## src/logic/shpp_pkg.sv

```systemverilog
// Package with register map, field positions and shared types of the port.
package shpp_pkg;

    localparam logic [7:0] SHPP_OFF_CTRL = 8'h00;
    localparam logic [7:0] SHPP_OFF_OUT = 8'h04;
    localparam logic [7:0] SHPP_OFF_BIDIR = 8'h08;
    localparam logic [7:0] SHPP_OFF_LATCH = 8'h0c;
    localparam logic [7:0] SHPP_OFF_DIR = 8'h10;
    localparam logic [7:0] SHPP_OFF_MODE = 8'h14;

    localparam int SHPP_BIT_FLAG = 7;
    localparam int SHPP_BIT_IRQEN = 6;
    localparam int SHPP_BIT_WOR = 5;
    localparam int SHPP_BIT_FULL_HANDSHAKE_SELECT = 4;
    localparam int SHPP_BIT_OIN = 3;
    localparam int SHPP_BIT_PLS = 2;
    localparam int SHPP_BIT_EGA = 1;
    localparam int SHPP_BIT_STROBE_POLARITY_SELECT = 0;

    localparam logic [7:0] SHPP_CTRL_RST = 8'h00;
    localparam logic [7:0] SHPP_BYTE_RST = 8'h00;
    localparam logic [7:0] SHPP_CTRL_WMASK = 8'h7f;

    localparam real SHPP_CLK_NS = 25.0;
    localparam real SHPP_PULSE_NS = 50.0;
    localparam logic [1:0] SHPP_PULSE_CYC =
        2'(int'($ceil(SHPP_PULSE_NS / SHPP_CLK_NS)));

    typedef struct packed {
        logic [7:0] dout;
        logic [7:0] oe;
    } shpp_pins_t;

    typedef struct packed {
        logic write;
        logic read;
        logic [7:0] addr;
        logic [7:0] wdata;
    } shpp_acc_t;

endpackage : shpp_pkg

```

## src/logic/shpp_sync.sv

```systemverilog
// Three-stage synchroniser with agreement-based change detection.
`timescale 1ns/10ps
module shpp_sync (
    input wire logic pclk,
    input wire logic presetn,
    input wire logic din,
    output logic level,
    output logic rise,
    output logic fall
);
    import shpp_pkg::*;

    logic [2:0] sh_r;
    logic [2:0] sh_nxt;
    logic lvl_r;
    logic lvl_nxt;

    // Stage one feeds only stage two; a change counts once two and three agree.
    always_comb begin
        sh_nxt = {sh_r[1:0], din};
        lvl_nxt = (sh_r[1] == sh_r[2]) ? sh_r[2] : lvl_r;
    end

    always_ff @(posedge pclk or negedge presetn) begin
        if (!presetn) begin
            sh_r <= 3'h7;
            lvl_r <= 1'b1;
        end else begin
            sh_r <= sh_nxt;
            lvl_r <= lvl_nxt;
        end
    end

    assign level = lvl_r;
    assign rise = lvl_nxt & ~lvl_r;
    assign fall = ~lvl_nxt & lvl_r;

endmodule : shpp_sync

```

## src/logic/shpp_pulse.sv

```systemverilog
// Strobe pulse timer of a fixed number of bus clock cycles.
`timescale 1ns/10ps
module shpp_pulse (
    input wire logic pclk,
    input wire logic presetn,
    input wire logic start,
    input wire logic kill,
    output logic busy
);
    import shpp_pkg::*;

    logic [1:0] cnt_r;
    logic [1:0] cnt_nxt;

    always_comb begin
        cnt_nxt = cnt_r;
        if (kill) begin
            cnt_nxt = 2'h0;
        end else if (start) begin
            cnt_nxt = SHPP_PULSE_CYC;
        end else if (cnt_r != 2'h0) begin
            cnt_nxt = cnt_r - 2'h1;
        end
    end

    always_ff @(posedge pclk or negedge presetn) begin
        if (!presetn) begin
            cnt_r <= 2'h0;
        end else begin
            cnt_r <= cnt_nxt;
        end
    end

    assign busy = (cnt_r != 2'h0);

endmodule : shpp_pulse

```

## src/logic/shpp_port.sv

```systemverilog
// Strobed and full-handshake parallel port with an APB register slave.
// Notes on behaviour
// - Each output port write in simple mode pulses the output strobe two cycles.
// - Polarity bit 0 makes the output strobe active low, 1 active high.
// - Each selected input strobe edge latches the bidirectional pins, except in output handshake.
// - Bidirectional lines stay general purpose I/O under direction bits, except while output handshake drives all lines.
// - Input handshake: strobe asserted when ready, negated after data latched.
// - Input handshake: strobe reasserted after latched register read.
// - Output handshake: write to latched register asserts the output strobe.
// - Three-state variation drives all lines while input strobe is active.
// - Three-state variation negates strobe after input strobe trailing edge.
// - Three-state variation drives every line; no static inputs mixed in.
// - Handshake and strobe functions work only in single-chip mode.
// - Control bit 7 is read only; the rest read and write.
// - Strobe flag sets on each selected input strobe edge.
// - Flag clears by control read seeing it, then latched read or write.
// - Interrupt request is the flag gated by its enable bit.
// - Wired-OR bit makes all eight pins open drain.
// - Handshake bit 0 picks simple strobe, 1 full handshake.
// - Direction bit picks input (0) or output (1) handshake.
// - Pulse bit 0 interlocked to the input edge, 1 two-cycle pulse.
// - Edge bit 0 falling edge, high drives; 1 rising edge, low drives.
`timescale 1ns/10ps
module shpp_port (
    input wire logic pclk,
    input wire logic presetn,
    input wire logic psel,
    input wire logic penable,
    input wire logic pwrite,
    input wire logic [31:0] paddr,
    input wire logic [31:0] pwdata,
    output logic [31:0] prdata,
    output logic pready,
    output logic pslverr,
    input wire logic ack_strobe_in,
    output logic ready_strobe_out,
    output logic [7:0] output_data_port,
    input wire logic [7:0] bidir_in,
    output logic [7:0] bidir_out,
    output logic [7:0] bidir_oe,
    output logic irq
);
    import shpp_pkg::*;

    ////////////////////////////////////////////////////////////////////////
    // Upper address bits must be zero, so aliases cannot hide software faults.
    function automatic logic hit(input logic [31:0] a, input logic [7:0] o);
        hit = (a[31:8] == 24'h0) && (a[7:0] == o);
    endfunction : hit

    logic [7:0] ctrl_r;
    logic [7:0] ctrl_nxt;
    logic [7:0] outp_r;
    logic [7:0] outp_nxt;
    logic [7:0] bid_r;
    logic [7:0] bid_nxt;
    logic [7:0] latch_r;
    logic [7:0] latch_nxt;
    logic [7:0] dir_r;
    logic [7:0] dir_nxt;
    logic single_r;
    logic single_nxt;
    logic armed_r;
    logic armed_nxt;
    logic ready_strobe_out_r;
    logic ready_strobe_out_nxt;
    logic drive_r;
    logic drive_nxt;
    logic [31:0] prdata_r;
    logic [31:0] prdata_nxt;
    logic pready_r;
    logic pready_nxt;
    logic pslverr_r;
    logic pslverr_nxt;
    logic [7:0] pin_out_r;
    logic [7:0] pin_out_nxt;
    logic [7:0] pin_oe_r;
    logic [7:0] pin_oe_nxt;
    logic ready_out_r;
    logic ready_out_nxt;
    logic irq_r;
    logic irq_nxt;
    logic [7:0] pins_sync;
    logic ack_strobe_in_lvl;
    logic ack_strobe_in_rise;
    logic ack_strobe_in_fall;
    logic pulse_busy;
    logic pulse_start;
    shpp_acc_t acc;
    shpp_pins_t pins;
    logic sel_edge;
    logic trail_edge;
    logic ack_strobe_in_active;
    logic full_handshake_select;
    logic handshake_direction_select;
    logic pulsed_strobe_select;
    logic wr_latch;
    logic rd_latch;
    logic wr_out;
    logic enter_in_hs;

    ////////////////////////////////////////////////////////////////////////
    shpp_sync u_ack_strobe_in (
        .pclk(pclk),
        .presetn(presetn),
        .din(ack_strobe_in),
        .level(ack_strobe_in_lvl),
        .rise(ack_strobe_in_rise),
        .fall(ack_strobe_in_fall)
    );

    // Each pin has its own synchroniser, matched in delay to the strobe.
    genvar gi;
    generate
        for (gi = 0; gi < 8; gi++) begin : g_pin
            shpp_sync u_pin (
                .pclk(pclk),
                .presetn(presetn),
                .din(bidir_in[gi]),
                .level(pins_sync[gi]),
                .rise(),
                .fall()
            );
        end
    endgenerate

    // Leaving single-chip mode cuts any running pulse short at once.
    shpp_pulse u_pulse (
        .pclk(pclk),
        .presetn(presetn),
        .start(pulse_start),
        .kill(!single_r),
        .busy(pulse_busy)
    );

    ////////////////////////////////////////////////////////////////////////
    always_comb begin
        acc.write = psel && penable && pwrite && !pready_r;
        acc.read = psel && penable && !pwrite && !pready_r;
        acc.addr = paddr[7:0];
        acc.wdata = pwdata[7:0];
        full_handshake_select = ctrl_r[SHPP_BIT_FULL_HANDSHAKE_SELECT];
        handshake_direction_select = ctrl_r[SHPP_BIT_OIN] && full_handshake_select;
        pulsed_strobe_select = ctrl_r[SHPP_BIT_PLS] && full_handshake_select;
        // The active drive level ends on the selected edge, so both coincide.
        sel_edge = ctrl_r[SHPP_BIT_EGA] ? ack_strobe_in_rise : ack_strobe_in_fall;
        trail_edge = sel_edge;
        ack_strobe_in_active = ctrl_r[SHPP_BIT_EGA] ? !ack_strobe_in_lvl : ack_strobe_in_lvl;
        wr_latch = acc.write && hit(paddr, SHPP_OFF_LATCH);
        rd_latch = acc.read && hit(paddr, SHPP_OFF_LATCH);
        wr_out = acc.write && hit(paddr, SHPP_OFF_OUT);
        // Only entry from another mode signals ready; a rewrite inside the
        // mode must not claim readiness while a byte is still unread.
        enter_in_hs = acc.write && hit(paddr, SHPP_OFF_CTRL)
            && acc.wdata[SHPP_BIT_FULL_HANDSHAKE_SELECT] && !acc.wdata[SHPP_BIT_OIN]
            && !(full_handshake_select && !handshake_direction_select);
    end

    // Two-cycle pulse in simple mode and in pulsed handshake.
    assign pulse_start = single_r
        && ((!full_handshake_select && wr_out)
        || (pulsed_strobe_select && !handshake_direction_select && rd_latch)
        || (pulsed_strobe_select && handshake_direction_select && wr_latch));

    ////////////////////////////////////////////////////////////////////////
    always_comb begin
        ctrl_nxt = ctrl_r;
        outp_nxt = outp_r;
        bid_nxt = bid_r;
        latch_nxt = latch_r;
        dir_nxt = dir_r;
        single_nxt = single_r;
        armed_nxt = armed_r;
        ready_strobe_out_nxt = ready_strobe_out_r;
        drive_nxt = drive_r;
        prdata_nxt = prdata_r;
        pready_nxt = 1'b0;
        pslverr_nxt = 1'b0;
        if (acc.write || acc.read) begin
            pready_nxt = 1'b1;
            // An unmapped offset answers with an error and changes nothing.
            pslverr_nxt = !(hit(paddr, SHPP_OFF_CTRL)
                || hit(paddr, SHPP_OFF_OUT)
                || hit(paddr, SHPP_OFF_BIDIR)
                || hit(paddr, SHPP_OFF_LATCH)
                || hit(paddr, SHPP_OFF_DIR)
                || hit(paddr, SHPP_OFF_MODE));
        end
        if (acc.write) begin
            if (hit(paddr, SHPP_OFF_CTRL)) begin
                ctrl_nxt = (ctrl_r & ~SHPP_CTRL_WMASK)
                    | (acc.wdata & SHPP_CTRL_WMASK);
            end
            if (hit(paddr, SHPP_OFF_OUT)) begin
                outp_nxt = acc.wdata;
            end
            if (hit(paddr, SHPP_OFF_BIDIR)) begin
                bid_nxt = acc.wdata;
            end
            if (hit(paddr, SHPP_OFF_DIR)) begin
                dir_nxt = acc.wdata;
            end
            if (hit(paddr, SHPP_OFF_MODE)) begin
                single_nxt = acc.wdata[0];
            end
        end
        if (acc.read) begin
            prdata_nxt = 32'h0;
            if (hit(paddr, SHPP_OFF_CTRL)) begin
                prdata_nxt[7:0] = ctrl_r;
                armed_nxt = ctrl_r[SHPP_BIT_FLAG];
            end
            if (hit(paddr, SHPP_OFF_OUT)) begin
                prdata_nxt[7:0] = outp_r;
            end
            // Input lines return the pin; output lines the written data.
            if (hit(paddr, SHPP_OFF_BIDIR)) begin
                prdata_nxt[7:0] = (dir_r & bid_r) | (~dir_r & pins_sync);
            end
            if (hit(paddr, SHPP_OFF_LATCH)) begin
                prdata_nxt[7:0] = latch_r;
            end
            if (hit(paddr, SHPP_OFF_DIR)) begin
                prdata_nxt[7:0] = dir_r;
            end
            if (hit(paddr, SHPP_OFF_MODE)) begin
                prdata_nxt[7:0] = {7'h0, single_r};
            end
        end
        if (handshake_direction_select && wr_latch) begin
            latch_nxt = acc.wdata;
        end
        // Flag clear on the second step of the sequence.
        // Only a control read that saw the flag arms it; other orders keep it.
        if (armed_r && ((handshake_direction_select && wr_latch) || (!handshake_direction_select && rd_latch))) begin
            ctrl_nxt[SHPP_BIT_FLAG] = 1'b0;
            armed_nxt = 1'b0;
        end
        if (single_r) begin
            // Pins pass the same stages as the strobe, so byte and edge align.
            if (!handshake_direction_select && sel_edge) begin
                latch_nxt = pins_sync;
            end
            // Setting wins over a clear in the same cycle.
            if (sel_edge) begin
                ctrl_nxt[SHPP_BIT_FLAG] = 1'b1;
            end
            // Interlocked strobe level of the full handshake modes.
            if (full_handshake_select && !handshake_direction_select) begin
                if (sel_edge) begin
                    ready_strobe_out_nxt = 1'b0;
                end else if (rd_latch) begin
                    ready_strobe_out_nxt = 1'b1;
                end
            end else if (full_handshake_select && handshake_direction_select) begin
                if (wr_latch) begin
                    ready_strobe_out_nxt = 1'b1;
                end else if (!pulsed_strobe_select && trail_edge) begin
                    ready_strobe_out_nxt = 1'b0;
                end
            end else begin
                ready_strobe_out_nxt = 1'b0;
            end
            // Entering input handshake raises the strobe: ready for a byte.
            if (enter_in_hs) begin
                ready_strobe_out_nxt = 1'b1;
            end
            // Whole port driven while acknowledge is active, all lines alike.
            drive_nxt = full_handshake_select && handshake_direction_select && ack_strobe_in_active;
        end else begin
            ready_strobe_out_nxt = 1'b0;
            drive_nxt = 1'b0;
            ctrl_nxt[SHPP_BIT_FLAG] = 1'b0;
        end
    end

    ////////////////////////////////////////////////////////////////////////
    always_comb begin
        pins.dout = drive_r ? latch_r : bid_r;
        pins.oe = drive_r ? 8'hff : dir_r;
        pin_out_nxt = pins.dout;
        pin_oe_nxt = pins.oe;
        if (ctrl_r[SHPP_BIT_WOR]) begin
            // Open drain only pulls low; external pull-ups supply the high.
            pin_out_nxt = 8'h00;
            pin_oe_nxt = pins.oe & ~pins.dout;
        end
        ready_out_nxt = ((full_handshake_select && !pulsed_strobe_select) ? ready_strobe_out_nxt : pulse_busy)
            ^ ~ctrl_r[SHPP_BIT_STROBE_POLARITY_SELECT];
        // The request follows the flag's next value so it drops with a clear.
        irq_nxt = ctrl_nxt[SHPP_BIT_FLAG] && ctrl_r[SHPP_BIT_IRQEN];
    end

    // Outputs come from flops so that no decode glitch reaches a pin.
    always_ff @(posedge pclk or negedge presetn) begin
        if (!presetn) begin
            ctrl_r <= SHPP_CTRL_RST;
            outp_r <= SHPP_BYTE_RST;
            bid_r <= SHPP_BYTE_RST;
            latch_r <= SHPP_BYTE_RST;
            dir_r <= SHPP_BYTE_RST;
            single_r <= 1'b1;
            armed_r <= 1'b0;
            ready_strobe_out_r <= 1'b0;
            drive_r <= 1'b0;
            prdata_r <= 32'h0;
            pready_r <= 1'b0;
            pslverr_r <= 1'b0;
            pin_out_r <= SHPP_BYTE_RST;
            pin_oe_r <= SHPP_BYTE_RST;
            ready_out_r <= 1'b1;
            irq_r <= 1'b0;
        end else begin
            ctrl_r <= ctrl_nxt;
            outp_r <= outp_nxt;
            bid_r <= bid_nxt;
            latch_r <= latch_nxt;
            dir_r <= dir_nxt;
            single_r <= single_nxt;
            armed_r <= armed_nxt;
            ready_strobe_out_r <= ready_strobe_out_nxt;
            drive_r <= drive_nxt;
            prdata_r <= prdata_nxt;
            pready_r <= pready_nxt;
            pslverr_r <= pslverr_nxt;
            pin_out_r <= pin_out_nxt;
            pin_oe_r <= pin_oe_nxt;
            ready_out_r <= ready_out_nxt;
            irq_r <= irq_nxt;
        end
    end

    assign prdata = prdata_r;
    assign pready = pready_r;
    assign pslverr = pslverr_r;
    assign output_data_port = outp_r;
    assign bidir_out = pin_out_r;
    assign bidir_oe = pin_oe_r;
    assign ready_strobe_out = ready_out_r;
    assign irq = irq_r;

endmodule : shpp_port

```

## config.mk

```make
export PLATFORM = sky130hd
export DESIGN_NAME = shpp_port
export DESIGN_NICKNAME = d
export VERILOG_FILES = /design/src/logic/shpp_pkg.sv /design/src/logic/shpp_sync.sv /design/src/logic/shpp_pulse.sv /design/src/logic/shpp_port.sv
export SDC_FILE = /design/constraint.sdc
export NUM_CORES = 1
export LEC_CHECK = 0
export BUFFER_PORTS_ARGS = -buffer_cell sky130_fd_sc_hd__buf_2
export CORE_MARGIN = 1
export CORE_UTILIZATION = 45
export DETAILED_ROUTE_END_ITERATION = 8
export PLACE_DENSITY_LB_ADDON = 0.08
export SLEW_MARGIN = 20
export SYNTH_ARGS = -nofsm -noshare
export SYNTH_HDL_FRONTEND = slang
export SYNTH_HIERARCHICAL = 1
export SYNTH_SLANG_ARGS = --single-unit
```

## constraint.sdc

```tcl
create_clock -name pclk -period 2 [get_ports pclk]
set_input_delay 0.4 -clock pclk [delete_from_list [all_inputs] [get_ports pclk]]
set_output_delay 0.4 -clock pclk [all_outputs]
set_load 0.005 [all_outputs]
```

; Word level (Yosys, flattened, before mapping)
; Cells that the tools add are included.
[totals]
word_cells = 169
inputBits = 78
reg_bits = 110
out_inout_bits = 60
[classes]
eq_ne = 15
reduce_logical = 65
n_addsub = 1
muxes = 39
bitwise = 13
[op_table]
columns = operator, count
row1 = $mux 8, 15
row2 = $logic_and 1x1->1, 36
row3 = $and 8x8->8, 3
row4 = $logic_not 24->1, 1
row5 = $mux 1, 21
row6 = $eq 8x4->1 const B, 2
row7 = $eq 8x5->1 const B, 2
row8 = $not 8->8, 2
row9 = $reduce_and 2->1, 6
row10 = $eq 1x1->1, 9
row11 = $logic_not 1->1, 9
row12 = $logic_or 1x1->1, 9
row13 = $eq 8x3->1 const B, 1
row14 = $logic_not 8->1, 1
row15 = $or 8x7->8, 1
row16 = $or 8x8->8, 1
row17 = $mux 2, 3
row18 = $reduce_bool 2->1, 3
row19 = $ne 3x1->1 const B, 1
row20 = $not 1->1, 3
row21 = $and 1x1->1, 2
row22 = $sub 2x1->2 const B, 1
row23 = $xor 1x1->1, 1

; Longest topological paths before layout
[logic_depth]
word_depth = 14
mapped_depth = 7
depth_no_buf = 7

; Cells and area by module
; The synthesis kept the hierarchy.
[by_module_without_submodules]
columns = mod, cells_each, instances, seq_area_each_um2, area_each_um2
row1 = shpp_port, 320, 1, 1804.2, 3832.4
row2 = shpp_sync, 7, 9, 105.1, 133.9
row3 = shpp_pulse, 10, 1, 50.0, 107.6

; Least setup slack after synthesis
; Ideal clock, no wire load.
[synth_path]
path_kind = input to register
from = input port paddr[3]
to = register ready_out_r (netlist: ready_strobe_out)
setup_time_ns = 0.092
cell_stages = 6
n_path_buf = 1
t_required_ns = 1.908
t_arrival_ns = 1.973
setup_slack_ns = -0.065
path_cell_list = buf_2 > or4b_1 > a21oi_1 > or4b_1 > a221oi_1 > a311oi_1
[synth_between]
elab_chain_len = 10
word_cells_on_any_way = 19
cone_classes = eq/ne (1) / mux (8) / bitwise (1) / reduce/logical (9)
[synth_lines]
columns = element, line_no
row1 = start: declaration, shpp_port.sv:30  ; input wire logic [31:0] paddr,
row2 = $eq 8x4->1 / $logic_not 8->1 (equally long branches), shpp_port.sv:48  ; hit = (a[31:8] == 24'h0) && (a[7:0] == o);
row3 = $logic_and 1x1->1, shpp_port.sv:48
row4 = $logic_and 1x1->1 (on tied branches), "shpp_port.sv:149, shpp_port.sv:150, shpp_port.sv:154"
row5 = "$mux 1, or another cell as far along", shpp_port.sv:256  ; if (wr_latch) begin
row6 = "$mux 1, or another cell as far along", shpp_port.sv:255  ; end else if (full_handshake_select && handshake_direction_select) begin
row7 = $mux 1 / $logic_and 1x1->1 (equally long branches), "shpp_port.sv:249, shpp_port.sv:156"
row8 = $mux 1 *, shpp_port.sv:265  ; if (enter_in_hs) begin
row9 = $mux 1 *, shpp_port.sv:239  ; if (single_r) begin
row10 = $mux 1 *, shpp_port.sv:288  ; ready_out_nxt = ((full_handshake_select && !pulsed_strobe_select) ? ready_strobe_out_nxt : pulse_busy)
row11 = $xor 1x1->1 *, shpp_port.sv:289  ; ^ ~ctrl_r[SHPP_BIT_STROBE_POLARITY_SELECT];
row12 = named net ready_out_nxt, shpp_port.sv:80  ; logic ready_out_nxt;
row13 = end signal: assignment, shpp_port.sv:328  ; ready_out_r <= ready_out_nxt;
row14 = end: declaration, shpp_port.sv:79  ; logic ready_out_r;
; The timed path passes the listed nets; every way through them passes the cells marked *.
; A chain may end at the register's enable or synchronous reset.

; Worst setup path in the final report
[layout_path]
from = register u_ack_strobe_in.lvl_r (netlist: u_ack_strobe_in/level)
to = register ready_out_r (netlist: ready_strobe_out)
[layout_between]
word_cells_on_any_way = 16
cone_classes = mux (10) / bitwise (5) / reduce/logical (1)
[layout_lines]
columns = element, line_no
row1 = start: declaration, shpp_sync.sv:15  ; logic lvl_r;
row2 = start signal: assignment, shpp_sync.sv:30  ; lvl_r <= lvl_nxt;
row3 = $mux 1 / $not 1->1 (equally long branches), "shpp_sync.sv:21, shpp_sync.sv:35"
row4 = $and 1x1->1 *, shpp_sync.sv:35  ; assign rise = lvl_nxt & ~lvl_r;
row5 = named net ack_strobe_in_rise, shpp_port.sv:85  ; logic ack_strobe_in_rise;
row6 = $mux 1 *, shpp_port.sv:146  ; sel_edge = ctrl_r[SHPP_BIT_EGA] ? ack_strobe_in_rise : ack_strobe_in_fall;
row7 = $logic_and 1x1->1, shpp_port.sv:258  ; end else if (!pulsed_strobe_select && trail_edge) begin
row8 = $mux 1, shpp_port.sv:258
row9 = $mux 1, shpp_port.sv:256
row10 = $mux 1, shpp_port.sv:255
row11 = $mux 1 *, shpp_port.sv:249  ; if (full_handshake_select && !handshake_direction_select) begin
row12 = $mux 1 *, shpp_port.sv:265
row13 = $mux 1 *, shpp_port.sv:239
row14 = $mux 1 *, shpp_port.sv:288
row15 = $xor 1x1->1 *, shpp_port.sv:289
row16 = named net ready_out_nxt, shpp_port.sv:80
; Marks and branches as above.

==> qor.yml <==
timing:
  setup_violations: 1
  tns_ps: -50.3
  max_freq_mhz: 488
  rsz0062_at_grt: "yes"
  drv_slew: 0
  finalClockSkew_ps: 8.00
  max_slew_margin_pct: 60.3
  timing.hold.ws_ps: 76.1
  post-route-period-util_pct: 103
  period_needed_ps: 2050
  final-hold-violation-count: 0
  worst_pin_slew_ps: 595
  fin_ws_ps: -50.3
placed_design:
  gp_congestion: 0.810
  dpl.cell_count: 638
  dp_slack_ps: -326
  numPortBuffers: 89
  post-dp-hpwl_mm: 7.47
  post_dp_cell_area_um2: 5890
synthesis:
  yosysWarnings: 6
  syn_area_per_cell_um2: 13.3
  syn_inst: 377
  synth_area_um2: 5000
pwr:
  p_leak_nw: 2.94
  cellPowerDensity_nw_per_um2: 641
  fin_total_pwr_mw: 3.92
  vdd_drop_max_uv: 376
worst_setup_path:
  slowest_stage: "dfstp_2"
  cp_cell_sequence: "and3b_2 -> mux2i_2 -> nand3_1 -> or4_4 -> a41o_1 -> a311oi_2"
  critPathArrivalTime_ps: 2320
  slowest_delay_ps: 540
  end_kind: "flip-flop"
  r2r_start: "u_ack_strobe_in/level"
  startpoint: "u_ack_strobe_in/level"
  critPathKind: "reg2reg"
  cp.required_ps: 2270
  cp_num_buf_inv: 0
  critical_path_peak_fanout: 2
  crit_family: "simple AND/OR/NAND/NOR gates"
  worstSetupStartpointType: "flip-flop"
cts:
  clock-sinks: 110
  htree_levels: 3
  clockBufferDepth: 2
  cts_root_buf: "clkbuf_8"
  cts_tree: "done"
  cts_setup_buffers: 0
  clk_pin_slew_ps: 100
  clock_latency_ps: 370
  cts_hold_buf: 0
  numCtsBuffers: 9
die:
  dieArea_um2: 11500
  core_um2: 10800
  die_width_um: 107
  ios: 138
  num_rows: 38
  start_util_pct: 46.2
  die_h_um: 107
grt:
  track_usage_pct: 19.9
  grt_pass1_vias: 3270
  grt_pass1_wl_mm: 17.1
  antenna_found_initial: 0
  grt_max_degree: 111
  grt.overflow.total: 0
routing:
  dr.pass1.iters: 4
  drt_wl_total_mm: 10.7
  post_drt_wl_per_cell_um: 16.3
  drc: 0
  vias: 3328
  dr.first_iter.drc_count: 105
  antenna_left: 0
  viasPerCell: 5.09
layout:
  fillCellCount: 938
  antennaDiodeCount: 0
  layout-drive-gt1-share_pct: 53.9
  fin_area_um2: 6120
  stdcell_count: 654
  final_core_util_pct: 56.5
  nets: 588
  synthToLayoutAreaGrowth_pct: 22.3
job:
  maxCapViolCount: 0
hold_path:
  hold_path.class: "in2async"
status:
  status: "finished, violations left"
  failed_checks: "negative setup slack"
-- cell usage in the layout, fill, tap and decap left out, types with 9 or more instances in the layout --
cell type,n
a21oi_1,22
nand2_1,18
maj3_2,9
mux2i_1,11
conb_1,24
buf_2,88
dfrtp_1,72
clkbuf_8,9
buf_4,43
dfstp_2,38
nor2b_1,9
mux2_2,46
nor4_4,9
nor2_1,22
-- final timing paths --
check	endpoint	slack, ps	cells past startpoint
setup / recovery	ready_strobe_out	-50	6
hold / removal	pslverr	80	2
setup reg to reg	ready_strobe_out	-50	6
hold reg to reg	g_pin[7].u_pin/sh_r[1]	350	0
max in group asynchronous	bidir_oe[7]	1460	2
min in group pclk	g_pin[4].u_pin/sh_r[0]	120	1
-- state kept, by name (all words and copies together), names as in the netlist, 2 cells and up --
signal,flops
dir_r,8
prdata,8
ctrl_r,8
g_pin.u_pin/level,8
u_pulse/cnt_r,2
latch_r,8
bidir_out,8
g_pin.u_pin/sh_r,24
output_data_port,8
bidir_oe,8
bid_r,8
u_ack_strobe_in/sh_r,3
-- power breakdown --
group,leakage (nW),switching (mW),internal [mW],total (mW)
registers,1.36,0.0298,2.31,2.34
clock network,0.0977,0.721,0.584,1.30
logic,1.48,0.156,0.125,0.281
total,2.94,0.907,3.02,3.92
-- layer usage --
layer / vias up / track usage, % / wire, um
met5: - / 0 / 0
met4: 0 / 6.95 / 202
met3: 14 / 3.09 / 499
met1: 1641 / 27.8 / 5130
li1: 1571 / - / -
met2: 102 / 31.4 / 4850
-- layout make-up --
cell class / count / area (um2) / share of cell area [%]
flip-flops and latches: 110 / 2800 / 45.8
clock buffers: 11 / 131 / 2.15
repair buffers: 136 / 846 / 13.8
well taps: 140 / 175 / 2.86
inverters: 7 / 26.3 / 0.429
multi-input cells: 245 / 2080 / 34.0
clock inverters: 5 / 57.6 / 0.941
-- what timing repair did --
action                                  CTS  global route
gates resized for setup                   4             5
gates cloned                              0             0
pin swaps                                 0             1
endpoints found under the setup margin    2            28
No activity file was read; power rests on OpenSTA's default activity.
